==> src/design/nbbm_map.svh <==
// constants of the bad-block and write-protect host controller
// assumes one 100 MHz clock and a x8 multiplexed flash bus
`ifndef NBBM_MAP_SVH
`define NBBM_MAP_SVH
`define NBBM_MARK_COL 12'd2048
`define NBBM_ERASED 8'hff
`define NBBM_ST_FAIL 0
`define NBBM_ST_RDY 6
`define NBBM_ST_WP 7
`define NBBM_CMD_READ0 8'h00
`define NBBM_CMD_READ1 8'h30
`define NBBM_CMD_STAT 8'h70
`define NBBM_CMD_ERS0 8'h60
`define NBBM_CMD_ERS1 8'hd0
`define NBBM_CMD_PRG0 8'h80
`define NBBM_CMD_PRG1 8'h10
`define NBBM_WP_NS 100
`define NBBM_CLK_NS 10
`define NBBM_WP_CYC ((`NBBM_WP_NS + `NBBM_CLK_NS - 1) / `NBBM_CLK_NS)
`define NBBM_STRB_CYC 3
`endif

==> src/design/nbbm_pkg.sv <==
// types for the bad-block and write-protect host controller
// assumes nbbm_map.svh is on the include path
`default_nettype none
package nbbm_pkg;
  typedef enum logic [8:0] {
    NBBM_IDLE  = 9'h001,
    NBBM_CMD   = 9'h002,
    NBBM_ADDR  = 9'h004,
    NBBM_CMD2  = 9'h008,
    NBBM_WAIT  = 9'h010,
    NBBM_RDAT  = 9'h020,
    NBBM_STAT  = 9'h040,
    NBBM_WPHLD = 9'h080,
    NBBM_DONE  = 9'h100
  } nbbm_state_t;
  typedef enum logic [1:0] {
    NBBM_OP_SCAN = 2'h0,
    NBBM_OP_ERASE = 2'h1,
    NBBM_OP_PROG = 2'h2
  } nbbm_op_t;
  typedef struct packed {
    logic cle;
    logic ale;
    logic ce_n;
    logic we_n;
    logic re_n;
    logic wp_n;
    logic [7:0] dq_o;
    logic dq_oe_n;
  } nbbm_pins_t;
endpackage : nbbm_pkg
`default_nettype wire

==> src/design/nbbm_ctrl.sv <==
// host controller: factory bad-block scan, table, protected program/erase
// assumes a x8 flash on the pins; programs send no data bytes, the page fill is left to the flash
`include "nbbm_map.svh"
`default_nettype none
module nbbm_ctrl
  import nbbm_pkg::*;
#(
  parameter int BLOCKS = 1024,
  parameter int PAGES = 64
) (
  input wire logic REF_CLK,
  input wire logic RST_N,
  input wire logic START,
  input wire logic [1:0] OP,
  input wire logic [9:0] BLOCK,
  input wire logic [5:0] PAGE,
  input wire logic [7:0] DQ_I,
  input wire logic RB_N,
  output logic CLE,
  output logic ALE,
  output logic CE_N,
  output logic WE_N,
  output logic RE_N,
  output logic WP_N,
  output logic [7:0] DQ_O,
  output logic DQ_OE_N,
  output logic BUSY,
  output logic DONE,
  output logic FAIL,
  output logic REFUSED,
  output logic BAD_SEEN
);
  // port widths fit this geometry only
  if (BLOCKS != 1024 || PAGES != 64) begin : g_geom_chk
    $error("geometry unsupported");
  end

  typedef struct packed {
    nbbm_state_t st;
    nbbm_op_t op;
    logic [9:0] blk;
    logic [5:0] pg;
    logic [2:0] idx;
    logic [3:0] cnt;
    logic [7:0] cmd2;
    logic [7:0] dqs1;
    logic [7:0] dqs2;
    logic rbs1;
    logic rbs2;
    logic [BLOCKS-1:0] bad;
    logic [BLOCKS-1:0] scanned;
    nbbm_pins_t pins;
    logic busy;
    logic done;
    logic fail;
    logic refused;
    logic bad_seen;
  } nbbm_regs_t;

  nbbm_regs_t s_r;
  nbbm_regs_t s_nxt;

  // address byte: two column, two row bytes
  function automatic logic [7:0] addr_byte(input logic [2:0] i,
    input logic [11:0] col, input logic [15:0] row);
    unique case (i)
      3'h0: addr_byte = col[7:0];
      3'h1: addr_byte = {4'h0, col[11:8]};
      3'h2: addr_byte = row[7:0];
      default: addr_byte = row[15:8];
    endcase
  endfunction

  always_comb begin
    logic [11:0] col;
    logic [15:0] row;
    logic erase;
    s_nxt = s_r;
    erase = (s_r.op == NBBM_OP_ERASE);
    col = (s_r.op == NBBM_OP_SCAN) ? `NBBM_MARK_COL : 12'h000;
    row = {s_r.blk, s_r.pg};
    s_nxt.rbs1 = RB_N;
    s_nxt.rbs2 = s_r.rbs1;
    s_nxt.dqs1 = DQ_I;
    s_nxt.dqs2 = s_r.dqs1;
    s_nxt.done = 1'b0;
    s_nxt.refused = 1'b0;
    s_nxt.pins.we_n = 1'b1;
    s_nxt.pins.re_n = 1'b1;
    if (s_r.cnt != 4'h0) begin
      s_nxt.cnt = s_r.cnt - 4'h1;
    end
    unique case (s_r.st)
      NBBM_IDLE: begin
        s_nxt.pins.ce_n = 1'b1;
        s_nxt.pins.dq_oe_n = 1'b1;
        if (START) begin
          s_nxt.op = nbbm_op_t'(OP);
          s_nxt.blk = BLOCK;
          s_nxt.pg = (nbbm_op_t'(OP) == NBBM_OP_SCAN) ? 6'h00 : PAGE;
          s_nxt.fail = 1'b0;
          if (nbbm_op_t'(OP) == NBBM_OP_SCAN && BLOCK == 10'h000) begin
            s_nxt.scanned[0] = 1'b1;
            s_nxt.done = 1'b1;
          end else if (nbbm_op_t'(OP) != NBBM_OP_SCAN &&
                       (s_r.bad[BLOCK] || !s_r.scanned[BLOCK])) begin
            s_nxt.refused = 1'b1;
            s_nxt.done = 1'b1;
          end else begin
            s_nxt.busy = 1'b1;
            s_nxt.pins.wp_n = (nbbm_op_t'(OP) != NBBM_OP_SCAN);
            s_nxt.cnt = 4'(`NBBM_WP_CYC);
            s_nxt.st = NBBM_CMD;
          end
        end
      end
      NBBM_CMD: begin
        if (s_r.cnt == 4'h0) begin
          s_nxt.pins.ce_n = 1'b0;
          s_nxt.pins.cle = 1'b1;
          s_nxt.pins.we_n = 1'b0;
          s_nxt.pins.dq_oe_n = 1'b0;
          s_nxt.pins.dq_o = erase ? `NBBM_CMD_ERS0 :
            (s_r.op == NBBM_OP_PROG) ? `NBBM_CMD_PRG0 : `NBBM_CMD_READ0;
          s_nxt.cmd2 = erase ? `NBBM_CMD_ERS1 :
            (s_r.op == NBBM_OP_PROG) ? `NBBM_CMD_PRG1 : `NBBM_CMD_READ1;
          s_nxt.idx = erase ? 3'h2 : 3'h0;
          s_nxt.cnt = 4'(`NBBM_STRB_CYC);
          s_nxt.st = NBBM_ADDR;
        end
      end
      NBBM_ADDR: begin
        if (s_r.cnt == 4'h0) begin
          s_nxt.pins.cle = 1'b0;
          s_nxt.pins.ale = 1'b1;
          s_nxt.pins.we_n = 1'b0;
          s_nxt.pins.dq_o = addr_byte(s_r.idx, col, row);
          s_nxt.cnt = 4'(`NBBM_STRB_CYC);
          if (s_r.idx == 3'h3) begin
            s_nxt.st = NBBM_CMD2;
          end else begin
            s_nxt.idx = s_r.idx + 3'h1;
          end
        end
      end
      NBBM_CMD2: begin
        if (s_r.cnt == 4'h0) begin
          s_nxt.pins.ale = 1'b0;
          s_nxt.pins.cle = 1'b1;
          s_nxt.pins.we_n = 1'b0;
          // program data phase kept minimal: page fill left to the flash
          s_nxt.pins.dq_o = s_r.cmd2;
          s_nxt.cnt = 4'hf;
          s_nxt.st = NBBM_WAIT;
        end
      end
      NBBM_WAIT: begin
        // hold latch and data one cycle past the rising write strobe
        if (s_r.cnt != 4'hf) begin
          s_nxt.pins.cle = 1'b0;
          s_nxt.pins.dq_oe_n = 1'b1;
        end
        // wait covers the write-to-busy delay before trusting ready
        if (s_r.cnt == 4'h0 && s_r.rbs2) begin
          s_nxt.cnt = 4'(`NBBM_STRB_CYC);
          if (s_r.op == NBBM_OP_SCAN) begin
            s_nxt.pins.re_n = 1'b0;
            s_nxt.st = NBBM_RDAT;
          end else begin
            s_nxt.pins.cle = 1'b1;
            s_nxt.pins.we_n = 1'b0;
            s_nxt.pins.dq_oe_n = 1'b0;
            s_nxt.pins.dq_o = `NBBM_CMD_STAT;
            s_nxt.idx = 3'h0;
            s_nxt.st = NBBM_STAT;
          end
        end
      end
      NBBM_RDAT: begin
        s_nxt.pins.re_n = (s_r.cnt == 4'h0) ? 1'b1 : 1'b0;
        if (s_r.cnt == 4'h0) begin
          // a mark on either page condemns the block
          if (s_r.dqs2 != `NBBM_ERASED) begin
            s_nxt.bad[s_r.blk] = 1'b1;
            s_nxt.bad_seen = 1'b1;
            s_nxt.scanned[s_r.blk] = 1'b1;
            s_nxt.st = NBBM_DONE;
          end else if (s_r.pg == 6'h00) begin
            s_nxt.pg = 6'h01;
            s_nxt.cnt = 4'(`NBBM_WP_CYC);
            s_nxt.st = NBBM_CMD;
          end else begin
            s_nxt.scanned[s_r.blk] = 1'b1;
            s_nxt.st = NBBM_DONE;
          end
        end
      end
      NBBM_STAT: begin
        if (s_r.cnt != 4'(`NBBM_STRB_CYC) || s_r.idx != 3'h0) begin
          s_nxt.pins.cle = 1'b0;
          s_nxt.pins.dq_oe_n = 1'b1;
        end
        if (s_r.cnt == 4'h0 && s_r.idx == 3'h0) begin
          s_nxt.pins.re_n = 1'b0;
          s_nxt.idx = 3'h1;
          s_nxt.cnt = 4'(`NBBM_STRB_CYC);
        end else if (s_r.cnt == 4'h0) begin
          // bit 7 low means the abort came from protection, not wear
          if (s_r.dqs2[`NBBM_ST_FAIL] && s_r.dqs2[`NBBM_ST_WP]) begin
            s_nxt.bad[s_r.blk] = 1'b1;
            s_nxt.bad_seen = 1'b1;
          end
          s_nxt.fail = s_r.dqs2[`NBBM_ST_FAIL];
          s_nxt.cnt = 4'(`NBBM_WP_CYC);
          s_nxt.st = NBBM_WPHLD;
        end else begin
          s_nxt.pins.re_n = s_r.pins.re_n;
        end
      end
      NBBM_WPHLD: begin
        s_nxt.pins.ce_n = 1'b1;
        if (s_r.cnt == 4'h0) begin
          s_nxt.pins.wp_n = 1'b0;
          s_nxt.st = NBBM_DONE;
        end
      end
      NBBM_DONE: begin
        s_nxt.pins.ce_n = 1'b1;
        s_nxt.busy = 1'b0;
        s_nxt.done = 1'b1;
        s_nxt.st = NBBM_IDLE;
      end
      default: begin
        s_nxt.st = NBBM_IDLE;
      end
    endcase
  end

  always_ff @(posedge REF_CLK or negedge RST_N) begin
    if (!RST_N) begin
      s_r <= '0;
      s_r.st <= NBBM_IDLE;
      s_r.pins <= '{cle: 1'b0, ale: 1'b0, ce_n: 1'b1, we_n: 1'b1,
        re_n: 1'b1, wp_n: 1'b0, dq_o: 8'h00, dq_oe_n: 1'b1};
    end else begin
      s_r <= s_nxt;
    end
  end

  assign CLE = s_r.pins.cle;
  assign ALE = s_r.pins.ale;
  assign CE_N = s_r.pins.ce_n;
  assign WE_N = s_r.pins.we_n;
  assign RE_N = s_r.pins.re_n;
  assign WP_N = s_r.pins.wp_n;
  assign DQ_O = s_r.pins.dq_o;
  assign DQ_OE_N = s_r.pins.dq_oe_n;
  assign BUSY = s_r.busy;
  assign DONE = s_r.done;
  assign FAIL = s_r.fail;
  assign REFUSED = s_r.refused;
  assign BAD_SEEN = s_r.bad_seen;
endmodule // nbbm_ctrl
`default_nettype wire

==> config.mk <==
export PLATFORM = sky130hd
export DESIGN_NAME = nbbm_ctrl
export DESIGN_NICKNAME = d
export VERILOG_FILES = /design/src/design/nbbm_pkg.sv /design/src/design/nbbm_ctrl.sv
export VERILOG_INCLUDE_DIRS = /design/src /design/src/design
export SDC_FILE = /design/constraint.sdc
export NUM_CORES = 2
export LEC_CHECK = 0
export BUFFER_PORTS_ARGS = -buffer_cell sky130_fd_sc_hd__buf_4
export CAP_MARGIN = 15
export CORE_UTILIZATION = 50
export CTS_CLUSTER_DIAMETER = 40
export DETAILED_ROUTE_END_ITERATION = 16
export GPL_TIMING_DRIVEN = 1
export PLACE_DENSITY = 0.65
export SLEW_MARGIN = 20
export SYNTH_ARGS = -nofsm -noshare
export SYNTH_HDL_FRONTEND = slang
export SYNTH_SLANG_ARGS = --single-unit
==> constraint.sdc <==
create_clock -name REF_CLK -period 4.35 [get_ports REF_CLK]
set_input_delay 0.2175 -clock REF_CLK [delete_from_list [all_inputs] [get_ports REF_CLK]]
set_output_delay 0.2175 -clock REF_CLK [all_outputs]
set_load 0.005 [all_outputs]
==> metrics.txt <==
# TYPE chip_impl_metric gauge
chip_impl_info{name="run_status",value="finished with violations"} 1
chip_impl_info{name="violations_in_the_final_reports",value="DRC, setup timing"} 1
chip_impl_metric{name="crit_path_max_incr_delay",unit="ns"} 0.76
chip_impl_metric{name="finalHoldViolCount",unit=""} 0
chip_impl_metric{name="cts.repair_timing.setup_buffer_count",unit=""} 0
chip_impl_metric{name="grt_overflow_total",unit=""} 0
chip_impl_metric{name="final_layout_size_suffix_gt1_share",unit="%"} 20.7
chip_impl_info{name="worst-setup-path-type",value="input port to register"} 1
chip_impl_metric{name="clkTransAtPathRegs",unit="ns"} 0.05
chip_impl_metric{name="fin_skew",unit="ns"} 0.0518
chip_impl_metric{name="ys_warn_count",unit=""} 0
chip_impl_metric{name="synth.yosys.seq_area_share",unit="%"} 59.6
chip_impl_metric{name="ff_latch_area",unit="mm2"} 0.0531
chip_impl_metric{name="grt_pass1_vias",unit=""} 62600
chip_impl_metric{name="post_drt_via_cell_ratio",unit=""} 6.63
chip_impl_metric{name="synth_seq_cells",unit=""} 2123
chip_impl_metric{name="largest_net_degree_at_the_start_of_global_routing",unit=""} 150
chip_impl_metric{name="clock_latency_on_the_worst_skew_pair",unit="ns"} 0.93
chip_impl_metric{name="globalplace.congestion",unit=""} 0.922
chip_impl_metric{name="netlist_area",unit="mm2"} 0.0891
chip_impl_info{name="worstReg2RegStart",value="s_r[1768]$_DFFE_PN0P_"} 1
chip_impl_metric{name="postLayoutSetupSlackWorst",unit="ns"} -0.171
chip_impl_metric{name="timing.critical_path.required",unit="ns"} 5.18
chip_impl_metric{name="worstPathMaxFanout",unit=""} 14
chip_impl_info{name="worstPathCellList",value="dlygate4sd3_1 > buf_4 > clkinv_1 > buf_4 > nor2_1 > buf_4 > a221oi_1 > a221o_1 > a221oi_1 > a2111oi_1 > buf_4 > a41oi_1 > buf_4 > o21ai_1 > o21ai_2 > o211a_1"} 1
chip_impl_metric{name="synth_edf_count",unit=""} 0
chip_impl_info{name="leading_register_cell_type_out_of_synthesis",value="sky130_fd_sc_hd__dfrtp_1"} 1
chip_impl_metric{name="route.detailed.wl_per_inst",unit="um"} 32.4
chip_impl_metric{name="cts_buffers",unit=""} 296
chip_impl_metric{name="report.final.slew_viol_count",unit=""} 0
chip_impl_info{name="worst_hold_path_type",value="input port to async pin"} 1
chip_impl_metric{name="grt_pass1_wl",unit="mm"} 443
chip_impl_metric{name="final.fill_count",unit=""} 13800
chip_impl_info{name="synth_top_cell_by_area",value="sky130_fd_sc_hd__dfrtp_1"} 1
chip_impl_metric{name="p_per_cell_area",unit="mW/mm2"} 470
chip_impl_metric{name="globalRouteTotalUtil",unit="%"} 33.9
chip_impl_info{name="worst_r2r_endpoint",value="WP_N$_DFFE_PN0P_"} 1
chip_impl_metric{name="fin_crit_sh",unit="%"} 104
chip_impl_metric{name="worstSetupPathDepth",unit=""} 16
chip_impl_metric{name="drtIter0Drc",unit=""} 7845
chip_impl_info{name="cts_tree",value="built"} 1
chip_impl_metric{name="postRouteWirelength",unit="mm"} 302
chip_impl_info{name="critPathCaptureType",value="register"} 1
chip_impl_metric{name="multi_input_gate_area",unit="mm2"} 0.0330
chip_impl_metric{name="drt-pass1-iter-count",unit=""} 12
chip_impl_metric{name="row_count",unit=""} 154
chip_impl_info{name="cts-root-buf",value="sky130_fd_sc_hd__clkbuf_16"} 1
chip_impl_metric{name="synth.top_cell.area_share",unit="%"} 59.5
chip_impl_metric{name="synthArstFlopShare",unit="%"} 100
chip_impl_info{name="crit_family",value="compound AO/OA/AOI/OAI gates"} 1
chip_impl_metric{name="core_area",unit="mm2"} 0.176
chip_impl_metric{name="synth.net_count",unit=""} 6656
chip_impl_metric{name="vdd.ir_drop.worst",unit="uV"} 414
chip_impl_metric{name="pin_count",unit=""} 50
chip_impl_metric{name="hpwl",unit="mm"} 180
chip_impl_metric{name="final_net_count",unit=""} 6810
chip_impl_metric{name="critPathArrivalTime",unit="ns"} 5.36
chip_impl_metric{name="yosysUniqueCellTypes",unit=""} 92
chip_impl_info{name="netlist_top_cells_area",value="sky130_fd_sc_hd__dfrtp_1 (60%), sky130_fd_sc_hd__o21bai_1 (13%), sky130_fd_sc_hd__mux4_2 (9.6%)"} 1
chip_impl_info{name="critical_path.startpoint",value="BLOCK[5]"} 1
chip_impl_metric{name="die_h",unit="um"} 424
chip_impl_metric{name="power.static_leakage",unit="nW"} 50.1
chip_impl_metric{name="routed-via-count",unit=""} 61800
chip_impl_metric{name="syn2layout_area_growth",unit="%"} 16.5
chip_impl_metric{name="initial_utilization",unit="%"} 50.5
chip_impl_metric{name="die_x",unit="um"} 424
chip_impl_metric{name="remaining_drc_errors",unit=""} 4
chip_impl_metric{name="max_cap_viol_count",unit=""} 0
chip_impl_metric{name="timing.slew.headroom",unit="%"} 26.1
chip_impl_metric{name="post_synth_inst_count",unit=""} 6615
chip_impl_metric{name="reg2reg_setup_slack",unit="ns"} 0.09
chip_impl_metric{name="worst_r2r_path_depth",unit=""} 13
chip_impl_metric{name="htree_levels",unit=""} 5
chip_impl_metric{name="final_util",unit="%"} 58.8
chip_impl_metric{name="final_min_period",unit="ns"} 4.52
chip_impl_info{name="cpMaxStageDelayCell",value="sky130_fd_sc_hd__a221oi_1"} 1
chip_impl_info{name="rsz_0062_raised_after_global_routing",value="no"} 1
chip_impl_metric{name="syn_avg_cell_area",unit="um2"} 13.5
chip_impl_metric{name="totalNegativeSetupSlack",unit="ns"} -1.43
chip_impl_info{name="worst_setup_path_start_kind",value="input port"} 1
chip_impl_metric{name="setup_viol_count_final",unit=""} 14
chip_impl_metric{name="antenna_found_initial",unit=""} 8
chip_impl_info{name="synthMostInstantiatedCell",value="sky130_fd_sc_hd__dfrtp_1"} 1
chip_impl_metric{name="drtAntennaViolNets",unit=""} 0
chip_impl_metric{name="cp_buf_inv_count",unit=""} 7
chip_impl_metric{name="portBuffers",unit=""} 49
chip_impl_info{name="crit_path_frequent_cell",value="sky130_fd_sc_hd__buf_4"} 1
chip_impl_metric{name="total_power_of_the_final_layout",unit="mW"} 48.7
chip_impl_metric{name="max_clock_freq",unit="MHz"} 221
chip_impl_metric{name="design.die.area",unit="mm2"} 0.180
chip_impl_info{name="endpoint",value="RE_N$_DFFE_PN1P_"} 1
chip_impl_metric{name="max_slew.worst_pin.slew",unit="ns"} 1.10
chip_impl_metric{name="clock_tree.buffer_depth",unit=""} 4
chip_impl_metric{name="cts.sink_count",unit=""} 2123
chip_impl_info{name="synth_top_cells_by_count",value="sky130_fd_sc_hd__dfrtp_1 (2118), sky130_fd_sc_hd__o21bai_1 (1563), sky130_fd_sc_hd__clkbuf_1 (449), sky130_fd_sc_hd__a21o_1 (419), sky130_fd_sc_hd__mux4_2 (379)"} 1
==> metal layers <==
metal  part of all wire (%)  wire (um)  track usage [%]  up-vias
met2                     43     130000             48.0     3506
met5                  0.029         89            0.188        -
met1                     41     124000             48.6    32900
met4                    5.4      16200             16.3        8
met3                     10      31600             8.82      863
li1                       -          -                -    24600
==> registers in the layout, summed over array words and instances, names as in the netlist <==
register  flops
ALE           1
BAD_SEEN      1
BUSY          1
CE_N          1
CLE           1
DONE          1
DQ_O          8
DQ_OE_N       1
FAIL          1
REFUSED       1
RE_N          1
WE_N          1
WP_N          1
s_nxt         9
s_r        2094
==> report_power, final <==
group / total [mW] / internal, mW / switching, mW
registers: 20.3 / 19.9 / 0.365
clock network: 24.1 / 14.9 / 9.19
logic: 4.35 / 1.11 / 3.24
total: 48.7 / 36.0 / 12.8
==> repair_timing <==
item / 4_1_cts / 5_1_grt
endpoints found under the setup margin: 0 / 7
hold buffers: 40 / 0
endpoints found under the hold margin: 608 / 0
gates resized for setup: 0 / 1
==> cell usage in the layout (no fill, tap or decap), types with 26 or more instances in the layout <==
cell,instances
sky130_fd_sc_hd__clkbuf_16,306
sky130_fd_sc_hd__dfrtp_1,2118
sky130_fd_sc_hd__nand3_1,33
sky130_fd_sc_hd__mux2_2,29
sky130_fd_sc_hd__a21o_1,419
sky130_fd_sc_hd__clkbuf_1,38
sky130_fd_sc_hd__nand2b_1,32
sky130_fd_sc_hd__buf_12,78
sky130_fd_sc_hd__nand2_1,136
sky130_fd_sc_hd__mux4_2,379
sky130_fd_sc_hd__o21bai_1,1563
sky130_fd_sc_hd__clkinv_2,35
sky130_fd_sc_hd__a221oi_1,26
sky130_fd_sc_hd__mux2i_1,176
sky130_fd_sc_hd__buf_4,338
sky130_fd_sc_hd__bufinv_16,28
sky130_fd_sc_hd__o21ai_0,118
sky130_fd_sc_hd__a21oi_1,78
sky130_fd_sc_hd__a32oi_1,69
sky130_fd_sc_hd__nand2_2,77
sky130_fd_sc_hd__inv_1,96
sky130_fd_sc_hd__nor2b_1,37
sky130_fd_sc_hd__nor2_1,182
sky130_fd_sc_hd__a22oi_1,75
sky130_fd_sc_hd__dlygate4sd3_1,40
==> worst min-delay path by stage <==
stage                                       end  start  slack (ns)  cells after the start
final                     s_r[1213]$_DFFE_PN0P_  RST_N        0.02                      2
after global routing      s_r[1213]$_DFFE_PN0P_  RST_N        0.06                      2
after CTS                 s_r[1697]$_DFFE_PN0P_  RST_N        0.03                      2
after detailed placement  s_r[1196]$_DFFE_PN0P_  RST_N        0.32                      1
after global placement    s_r[1197]$_DFFE_PN0P_  RST_N        0.32                      1
after floorplan                 ALE$_DFFE_PN0P_  RST_N       -0.08                      0
==> cell families (layout without fill, tap and decap cells) <==
group                      count (synthesis)  count (layout)  synth area share (%)
AOI/OAI and AO/OA                       2522            2522                  20.9
DFF                                     2123            2123                  59.6
muxes                                    584             584                  11.9
adders and majority gates                 11              11                 0.155
other                                      0               5                     0
buffers and inverters                    704            1066                  3.75
and+or+nand+nor                          671             671                  3.62
==> area by class of cell <==
cell class / count / area share [%]
Inverter: 100 / 0.362
Tap cell: 2340 / 2.82
Clock buffer: 362 / 7.76
Antenna cell: 5 / 0.0121
Timing Repair Buffer: 460 / 4.41
Clock inverter: 144 / 1.67
Sequential cell: 2123 / 51.2
Multi-Input combinational cell: 3788 / 31.8
==> metrics by stage <==
stage	hold slack [ns]	instance area [um2]	setup slack [ns]	instances
2_1_floorplan	-0.0781	89100	1.37	6615
4_1_cts	0.0320	104000	0.0115	9317
3_5_place_dp	0.324	93500	-0.599	8771
6_report	0.0218	104000	-0.171	9322
3_3_place_gp	0.319	93500	-0.607	8771
5_1_grt	0.0632	104000	0.0319	9318
No activity file was read; power rests on OpenSTA's default activity.
